--- src/verilog/lpm_pkg.sv ---
package lpm_pkg;
  // ==========================================================
  // mode codes presented by the core
  localparam int MODE_W = 3;
  localparam logic [2:0] MODE_RUN = 3'h0;
  localparam logic [2:0] MODE_SL0 = 3'h1;
  localparam logic [2:0] MODE_SL1 = 3'h2;
  localparam logic [2:0] MODE_SL2 = 3'h3;
  localparam logic [2:0] MODE_SL3 = 3'h4;
  localparam logic [2:0] MODE_SL4 = 3'h5;
  // ==========================================================
  // reset vector check
  localparam int VEC_W = 16;
  localparam logic [15:0] VEC_BLANK = 16'hFFFF;
  // ==========================================================
  // one-hot operating states
  typedef enum logic [5:0] {
    ST_RUN = 6'h01,
    ST_SL0 = 6'h02,
    ST_SL1 = 6'h04,
    ST_SL2 = 6'h08,
    ST_SL3 = 6'h10,
    ST_SL4 = 6'h20
  } op_state_t;
endpackage

--- src/verilog/sync2.sv ---
`timescale 1ns/1ps
// ==========================================================
// two-stage synchroniser for pin-level inputs
module sync2 (
  input wire logic clk,
  input wire logic srst,
  input wire logic d,
  output logic q
);
  logic meta;

  always_ff @(posedge clk) begin
    if (srst) begin
      meta <= 1'h0;
      q <= 1'h0;
    end else begin
      meta <= d;
      q <= meta;
    end
  end
endmodule

--- src/verilog/low_power_mode_clock_gating.sv ---
`timescale 1ns/1ps
// Overview of operation
// - One full run mode and five sleep levels exist, picked by the core's mode code except on an interrupt wake or a blank part's forced level 4.
// - An interrupt wakes any sleep level except a blank part's level 4, and the prior level returns when the handler ends.
// - In full run mode main, sub-main and auxiliary clocks run and the core is enabled.
// - Sleep level 0 halts the core and main clock, keeping auxiliary and sub-main clocks.
// - Sleep level 1 is level 0 plus the dc generator off when the osc is not the run source.
// - Sleep level 2 halts core, main and sub-main clocks, keeps dc generator and aux clock.
// - Sleep level 3 halts core, main and sub-main clocks and dc generator, aux clock runs.
// - Sleep level 4 stops every clock, the dc generator and the crystal oscillator.
// - After power-up a blank all-ones reset vector sends the device straight to level 4.
module low_power_mode_clock_gating (
  input wire logic clk,
  input wire logic srst,
  input wire logic [2:0] mode_req,
  input wire logic irq_pending,
  input wire logic [15:0] reset_vector,
  input wire logic reset_vector_valid,
  input wire logic digitally_controlled_osc_in_run,
  output logic cpu_enable,
  output logic main_clk_en,
  output logic sub_main_clock_en,
  output logic aux_clk_en,
  output logic dc_gen_en,
  output logic xtal_osc_en,
  output logic wake_pulse,
  output logic [2:0] mode_state
);
  lpm_pkg::op_state_t state;
  lpm_pkg::op_state_t next_state;
  logic irq_sync;
  logic blank_checked;
  logic blank_hold;

  // ==========================================================
  // interrupt pin crossing; the core's mode code is same-domain
  sync2 irq_sync_inst (
    .clk(clk),
    .srst(srst),
    .d(irq_pending),
    .q(irq_sync)
  );

  // ==========================================================
  // blank reset vector check, caught once after release
  always_ff @(posedge clk) begin
    if (srst) begin
      blank_checked <= 1'h0;
    end else if (reset_vector_valid) begin
      blank_checked <= 1'h1;
    end
  end

  // ==========================================================
  // blank flag, sticky until reset since a blank part has no code
  always_ff @(posedge clk) begin
    if (srst) begin
      blank_hold <= 1'h0;
    end else if (!blank_checked && reset_vector_valid) begin
      blank_hold <= (reset_vector == lpm_pkg::VEC_BLANK);
    end
  end

  // ==========================================================
  // mode decode
  always_comb begin
    case (mode_req)
      lpm_pkg::MODE_SL0: next_state = lpm_pkg::ST_SL0;
      lpm_pkg::MODE_SL1: next_state = lpm_pkg::ST_SL1;
      lpm_pkg::MODE_SL2: next_state = lpm_pkg::ST_SL2;
      lpm_pkg::MODE_SL3: next_state = lpm_pkg::ST_SL3;
      lpm_pkg::MODE_SL4: next_state = lpm_pkg::ST_SL4;
      default: next_state = lpm_pkg::ST_RUN;
    endcase
    // wake overrides; the core drops its code while servicing, so the
    // saved level returns by itself when it restores the code
    if (irq_sync) begin
      next_state = lpm_pkg::ST_RUN;
    end
    // blank part has no program, so interrupts cannot revive it
    if (blank_hold) begin
      next_state = lpm_pkg::ST_SL4;
    end
  end

  // ==========================================================
  // state register, frozen until the vector check is done
  always_ff @(posedge clk) begin
    if (srst) begin
      state <= lpm_pkg::ST_RUN;
    end else if (blank_checked) begin
      state <= next_state;
    end
  end

  // ==========================================================
  // core enable, registered from the state
  always_ff @(posedge clk) begin
    if (srst) begin
      cpu_enable <= 1'h1;
    end else begin
      case (state)
        lpm_pkg::ST_SL0: cpu_enable <= 1'h0;
        lpm_pkg::ST_SL1: cpu_enable <= 1'h0;
        lpm_pkg::ST_SL2: cpu_enable <= 1'h0;
        lpm_pkg::ST_SL3: cpu_enable <= 1'h0;
        lpm_pkg::ST_SL4: cpu_enable <= 1'h0;
        default: cpu_enable <= 1'h1;
      endcase
    end
  end

  // ==========================================================
  // main clock enable
  always_ff @(posedge clk) begin
    if (srst) begin
      main_clk_en <= 1'h1;
    end else begin
      case (state)
        lpm_pkg::ST_SL0: main_clk_en <= 1'h0;
        lpm_pkg::ST_SL1: main_clk_en <= 1'h0;
        lpm_pkg::ST_SL2: main_clk_en <= 1'h0;
        lpm_pkg::ST_SL3: main_clk_en <= 1'h0;
        lpm_pkg::ST_SL4: main_clk_en <= 1'h0;
        default: main_clk_en <= 1'h1;
      endcase
    end
  end

  // ==========================================================
  // sub-main clock enable
  always_ff @(posedge clk) begin
    if (srst) begin
      sub_main_clock_en <= 1'h1;
    end else begin
      case (state)
        lpm_pkg::ST_SL0: sub_main_clock_en <= 1'h1;
        lpm_pkg::ST_SL1: sub_main_clock_en <= 1'h1;
        lpm_pkg::ST_SL2: sub_main_clock_en <= 1'h0;
        lpm_pkg::ST_SL3: sub_main_clock_en <= 1'h0;
        lpm_pkg::ST_SL4: sub_main_clock_en <= 1'h0;
        default: sub_main_clock_en <= 1'h1;
      endcase
    end
  end

  // ==========================================================
  // auxiliary clock enable, lost only at the deepest level
  always_ff @(posedge clk) begin
    if (srst) begin
      aux_clk_en <= 1'h1;
    end else begin
      case (state)
        lpm_pkg::ST_SL0: aux_clk_en <= 1'h1;
        lpm_pkg::ST_SL1: aux_clk_en <= 1'h1;
        lpm_pkg::ST_SL2: aux_clk_en <= 1'h1;
        lpm_pkg::ST_SL3: aux_clk_en <= 1'h1;
        lpm_pkg::ST_SL4: aux_clk_en <= 1'h0;
        default: aux_clk_en <= 1'h1;
      endcase
    end
  end

  // ==========================================================
  // dc generator; level 1 follows the source flag live, no latching
  always_ff @(posedge clk) begin
    if (srst) begin
      dc_gen_en <= 1'h1;
    end else begin
      case (state)
        lpm_pkg::ST_SL0: dc_gen_en <= 1'h1;
        lpm_pkg::ST_SL1: dc_gen_en <= digitally_controlled_osc_in_run;
        lpm_pkg::ST_SL2: dc_gen_en <= 1'h1;
        lpm_pkg::ST_SL3: dc_gen_en <= 1'h0;
        lpm_pkg::ST_SL4: dc_gen_en <= 1'h0;
        default: dc_gen_en <= 1'h1;
      endcase
    end
  end

  // ==========================================================
  // crystal oscillator enable
  always_ff @(posedge clk) begin
    if (srst) begin
      xtal_osc_en <= 1'h1;
    end else begin
      case (state)
        lpm_pkg::ST_SL0: xtal_osc_en <= 1'h1;
        lpm_pkg::ST_SL1: xtal_osc_en <= 1'h1;
        lpm_pkg::ST_SL2: xtal_osc_en <= 1'h1;
        lpm_pkg::ST_SL3: xtal_osc_en <= 1'h1;
        lpm_pkg::ST_SL4: xtal_osc_en <= 1'h0;
        default: xtal_osc_en <= 1'h1;
      endcase
    end
  end

  // ==========================================================
  // wake event, one cycle as the state returns to run
  always_ff @(posedge clk) begin
    if (srst) begin
      wake_pulse <= 1'h0;
    end else begin
      wake_pulse <= blank_checked && (state != lpm_pkg::ST_RUN)
                    && (next_state == lpm_pkg::ST_RUN) && irq_sync;
    end
  end

  // ==========================================================
  // state as a mode code, one edge behind like the enables
  always_ff @(posedge clk) begin
    if (srst) begin
      mode_state <= lpm_pkg::MODE_RUN;
    end else begin
      case (state)
        lpm_pkg::ST_SL0: mode_state <= lpm_pkg::MODE_SL0;
        lpm_pkg::ST_SL1: mode_state <= lpm_pkg::MODE_SL1;
        lpm_pkg::ST_SL2: mode_state <= lpm_pkg::MODE_SL2;
        lpm_pkg::ST_SL3: mode_state <= lpm_pkg::MODE_SL3;
        lpm_pkg::ST_SL4: mode_state <= lpm_pkg::MODE_SL4;
        default: mode_state <= lpm_pkg::MODE_RUN;
      endcase
    end
  end
endmodule

--- config.mk ---
export PLATFORM = sky130hd
export DESIGN_NAME = low_power_mode_clock_gating
export DESIGN_NICKNAME = d
export VERILOG_FILES = /design/src/verilog/lpm_pkg.sv /design/src/verilog/sync2.sv /design/src/verilog/low_power_mode_clock_gating.sv
export SDC_FILE = /design/constraint.sdc
export NUM_CORES = 1
export LEC_CHECK = 0
export ABC_CLOCK_PERIOD_IN_PS = 2500
export BUFFER_PORTS_ARGS = -buffer_cell sky130_fd_sc_hd__buf_2
export CORE_MARGIN = 3
export CORE_UTILIZATION = 51
export CTS_BUF_LIST = sky130_fd_sc_hd__clkbuf_4 sky130_fd_sc_hd__clkbuf_8
export DETAILED_ROUTE_END_ITERATION = 12
export PLACE_DENSITY = 0.94
export SLEW_MARGIN = 5
export SYNTH_ARGS = -nofsm -noshare
export SYNTH_HDL_FRONTEND = slang
export SYNTH_SLANG_ARGS = --single-unit
export TNS_END_PERCENT = 20
--- constraint.sdc ---
create_clock -name clk -period 2.5 [get_ports clk]
set_input_delay 0.25 -clock clk [delete_from_list [all_inputs] [get_ports clk]]
set_output_delay 0.25 -clock clk [all_outputs]
set_load 0.005 [all_outputs]
**Yosys cells after proc, flatten, opt, wreduce, memory -nomap -nowiden**

Index checks and enable logic that the tools add are counted.

- Flip-flop bits (word level): 18
- Output and inout bits: 10
- Input bits: 24
- Word-level logic and storage cells: 40

- Equality and inequality tests: 13
- Reduce and logical (&&, ||, !) cells: 8
- Muxes and demuxes: 8

Operators by type and width:

| cell | count |
|---|---|
| case mux 6 bit (5 select lines) | 1 |
| == test 16 bit (second input constant) | 1 |
| case mux 3 bit (5 select lines) | 1 |
| 2-to-1 mux 6 bit | 2 |
| == test 3 x 2 -> 1 bit (second input constant) | 2 |
| == test 3 bit (second input constant) | 2 |
| == test 6 x 1 -> 1 bit (second input constant) | 1 |
| == test 6 x 2 -> 1 bit (second input constant) | 1 |
| == test 6 x 3 -> 1 bit (second input constant) | 1 |
| == test 6 x 4 -> 1 bit (second input constant) | 1 |
| == test 6 x 5 -> 1 bit (second input constant) | 1 |
| == test 6 bit (second input constant) | 1 |
| inequality test 6 x 1 -> 1 bit (second input constant) | 1 |
| OR reduction 5 bit | 1 |
| logical AND 1 bit | 4 |
| == test 3 x 1 -> 1 bit (second input constant) | 1 |
| 2-to-1 mux 1 bit | 3 |
| OR reduction 3 bit | 1 |
| case mux 1 bit (2 select lines) | 1 |
| OR reduction 2 bit | 1 |
| logical NOT 1 bit | 1 |

**Logic depth before layout (Yosys ltp)**

- Word-level depth: 7
- Depth in mapped cells: 4
- Mapped depth without buffers: 3

**By module**

Synthesis repeated with hierarchy kept, for this count alone.

- Cells, all modules: 85
- Area, all modules: 775.7 um^2

By module, submodules not included:

| module | sequential area each (um^2) | times used | cells each | area an instance (um^2) |
|---|---|---|---|---|
| low_power_mode_clock_gating | 320.3 | 1 | 81 | 723.2 |
| sync2 | 40.0 | 1 | 4 | 52.6 |

**Worst setup path after synthesis**

Ideal clock, no wire load.

- Kind: register to register
- From: register state[5]
- To: register wake_pulse
- Stages on the path, launching flop included: 5
- Period minus slack after synthesis: 1,194 ps
- Setup time: 116 ps
- Slack: 1,306 ps
- Arrival: 1,078 ps
- Path through: dfxtp_1 buf_2 or2_2 nand4bb_1 and3_2

- Word-level cells in the longest chain between the ends: 4

RTL lines:

| element | line | text |
|---|---|---|
| start, declared | low_power_mode_clock_gating.sv:29 | `lpm_pkg::op_state_t state;` |
| start signal, assigned | low_power_mode_clock_gating.sv:90 | `state <= lpm_pkg::ST_RUN;` |
| start signal, assigned | low_power_mode_clock_gating.sv:92 | `state <= next_state;` |
| inequality test 6 x 1 -> 1 bit | low_power_mode_clock_gating.sv:204 | `wake_pulse <= blank_checked && (state != lpm_pkg::ST_RUN)` |
| logical AND 1 bit | low_power_mode_clock_gating.sv:204 |  |
| logical AND 1 bit (2 in series) | low_power_mode_clock_gating.sv:205 | `&& (next_state == lpm_pkg::ST_RUN) && irq_sync;` |
| end signal, assigned | low_power_mode_clock_gating.sv:204 |  |
| end, declared | low_power_mode_clock_gating.sv:26 | `output logic wake_pulse,` |

Every way passes these cells.
A chain may end at the register's enable or synchronous reset.

**Final worst setup path**

- From: register state[5]
- To: register sub_main_clock_en

- Word-level cells in the longest chain between the ends: 3

RTL lines:

| element | line | text |
|---|---|---|
| == test 6 bit, or another cell as far along | low_power_mode_clock_gating.sv:136 | `case (state)` |
| OR reduction 3 bit (no line) * | - |  |
| 2-to-1 mux 1 bit * | low_power_mode_clock_gating.sv:136 |  |
| end signal, assigned | low_power_mode_clock_gating.sv:137 | `lpm_pkg::ST_SL0: sub_main_clock_en <= 1'h1;` |
| end signal, assigned | low_power_mode_clock_gating.sv:138 | `lpm_pkg::ST_SL1: sub_main_clock_en <= 1'h1;` |
| end signal, assigned | low_power_mode_clock_gating.sv:139 | `lpm_pkg::ST_SL2: sub_main_clock_en <= 1'h0;` |
| end, declared | low_power_mode_clock_gating.sv:22 | `output logic sub_main_clock_en,` |

Mark *: on every way between the ends. The rest lies on a longest branch, timed or not.

==> metrics.md <==
| Metric | Value |
|---|---|
| Syn Inst Count | `86` |
| Hold wc startpoint | `irq_pending` |
| Critical Path Fanout Max | `7` |
| Ys async rst share | `0` |
| Fillers | `109` |
| # setup viols final | `0` |
| Fin crit period | `1.26 ns` |
| GPL Wtd Cong | `0.769` |
| DRT Pass-1 Iters | `4` |
| Remaining global-route overflow | `0` |
| GRT met3 Usage | `0.0637` |
| Diode count | `0` |
| Slew Limit Fails | `0` |
| Mapped Avg Cell Area | `8.96 µm²` |
| Crit. Startpoint | `state[5]` |
| List of most frequent post-synthesis cells | `dfxtp_1 (18), nor2_1 (12), nor2b_1 (5)` |
| WL/cell | `13.3 µm` |
| RSZ-0062 raised after global routing | `false` |
| Starting Density | `0.564` |
| CTS buffer count | `3` |
| Initial DRC Count | `19` |
| Max cap viols | `0` |
| Synth Flop Type | `dfxtp_1` |
| Crit start category | `register` |
| Skew-Pair Late Insertion Delay | `0.30 ns` |
| Post-CTS Setup Repair Bufs | `0` |
| R2R Path Start | `state[5]` |
| Die area | `0.00201 mm²` |
| Post-DP HPWL | `1.35 mm` |
| I/O Buffers | `33` |
| Slew @ Worst Pin | `0.439 ns` |
| Post-CTS resize count | `0` |
| Hold/Removal Path Class | `in2reg` |
| Max IR drop VDD | `0.000375 V` |
| Skew final | `0.00421 ns` |
| Reg area | `360 µm²` |
| Met2 usage | `0.390` |
| Final-stage net count | `142` |
| Area grow syn2layout | `24.4%` |
| Aggregate global-route resource usage | `0.200` |
| Multi-input gate area | `370 µm²` |
| Yosys reg bits | `18` |
| Final period util | `0.505` |
| Synthesized area | `771 µm²` |
| DR DRC count | `0` |
| Leak | `0.413 nW` |
| Vias in the first global route | `659` |
| Top cells by area, synth | `dfxtp_1 (47%), nor2_1 (5.8%), nor2b_1 (4.1%)` |
| Via count | `764` |
| Clock root cell | `clkbuf_4` |
| Die height | `44.9 µm` |
| WS Path Type | `reg2reg` |
| Detail Route Antenna Nets | `0` |
| DP Worst Slack | `1.18 ns` |
| Cell Pwr Density | `578 mW/mm²` |
| Seq/Total Area, Yosys | `0.468` |
| Setup TNS | `0 ns` |
| Syn. warnings | `0` |
| Hold Vio Cnt, Final | `0` |
| EDFF count, synth | `0` |
| IO Pins | `34` |
| Yosys top cell area share | `0.468` |
| Largest area contributor in the netlist | `dfxtp_1` |
| WP data required | `2.67 ns` |
| Width of the chip | `44.9 µm` |
| Worst-path clk slew | `0.10 ns` |
| Sink Count | `18` |
| Initial antenna violation count | `0` |
| Most common cell in the synthesized netlist | `dfxtp_1` |
| Core Area | `0.00137 mm²` |
| CTS tree | `built` |
| Clk buf depth | `2` |
| CP endpoint kind | `register` |
| Maximum clock frequency | `792 MHz` |
| H-tree Lvls | `1` |
| Critical Path AT | `1.43 ns` |
| WL final | `1.76 mm` |
| Rows | `13` |
| Slew headroom | `0.704` |
| Status | `completed` |
| First-pass GRT wire length | `2.86 mm` |
| Vias/cell | `5.79` |
| Layout cells sized above 1 | `0.333` |
| Final WS setup | `1.24 ns` |
| Most Used Layer, Global Route | `met2` |
| Post-synth cell types | `31` |
| Grt met1 use | `0.199` |
| Hold buffers post-CTS | `0` |
| Largest net degree at the start of global routing | `14` |
| Syn nets | `110` |
## per-layer routing
layer	share of wire	routed length, µm	vias to the layer above
li1	-	-	376
met1	0.37	643	347
met2	0.54	958	37
met3	0.077	135	4
met4	0.013	23	0
met5	0	0	-
## final cells by class
cell class                 count  area share
clock buffer                   4      0.0379
inverter                       2     0.00783
multi-input combinational     60       0.386
sequential                    18       0.376
tap                           15      0.0196
timing repair buffer          33       0.172
## where the power goes
group | internal [mW] | switching [mW] | leakage, nW
registers | 0.297 | 0.0122 | 0.147
clock network | 0.0889 | 0.0931 | 0.0210
logic | 0.0325 | 0.0310 | 0.245
## final timing paths
path,cells after the start,endpoint,slack (ns)
worst max register to register,3,sub_main_clock_en,1.24
worst max-delay path,3,sub_main_clock_en,1.24
worst min-delay path,2,irq_sync_inst.meta,0.16
worst min register to register,1,irq_sync_inst.q,0.45
## flip-flops by register name (all words and copies together) (netlist names)
signal and flops:
blank_checked 1, blank_hold 1, dc_gen_en 1, irq_sync_inst.meta 1
irq_sync_inst.q 1, main_clk_en 1, mode_state 3, state 6
sub_main_clock_en 1, wake_pulse 1, xtal_osc_en 1
## worst max-delay path, stage by stage (launching register included)
cell	delay, ns
dfxtp_1	0.39
or2_2	0.35
mux2i_1	0.26
nand3_1	0.13
## cell usage in the layout, fill, tap and decap left out
cell / Yosys / final
nand4bb_1: 1 / 1
nor2b_1: 5 / 5
nand3_1: 4 / 4
a211o_1: 1 / 1
o21ai_0: 2 / 2
a32oi_1: 2 / 2
nor4b_1: 1 / 1
or3_1: 2 / 2
a211oi_1: 3 / 3
o211a_1: 1 / 1
nor3b_1: 3 / 3
xor2_1: 1 / 1
nand4_1: 4 / 4
nor2_1: 12 / 12
xnor2_1: 2 / 2
clkbuf_8: 0 / 1
a21oi_1: 4 / 4
nor4_1: 2 / 2
mux2i_1: 1 / 1
a31oi_1: 1 / 1
or4_1: 1 / 1
nor3_1: 2 / 2
buf_2: 2 / 33
or2_2: 1 / 1
dfxtp_1: 18 / 18
and3_2: 1 / 1
nand2_1: 2 / 2
inv_1: 2 / 2
clkbuf_4: 0 / 3
o2111a_1: 1 / 1
## per-stage QoR
| step | cells | utilization | total power [mW] | area (µm²) | hold slack, ns |
|---|---|---|---|---|---|
| 2_1_floorplan | 86 | - | 0.348 | 771 | 0.366 |
| 3_3_place_gp | 128 | 0.675 | 0.374 | 922 | 0.419 |
| 3_5_place_dp | 128 | 0.675 | 0.378 | 922 | 0.424 |
| 4_1_cts | 132 | 0.701 | 0.555 | 958 | 0.166 |
| 5_1_grt | 132 | 0.701 | 0.579 | 958 | 0.157 |
| 6_report | 132 | 0.701 | 0.554 | 958 | 0.163 |
## logic make-up after synthesis
family | share of synthesized area
simple gates | 0.295
flops | 0.468
compound gates | 0.138
buf+inv | 0.0519
xor+xnor | 0.0341
mux | 0.0130
Power figures use the tool's default switching activity.
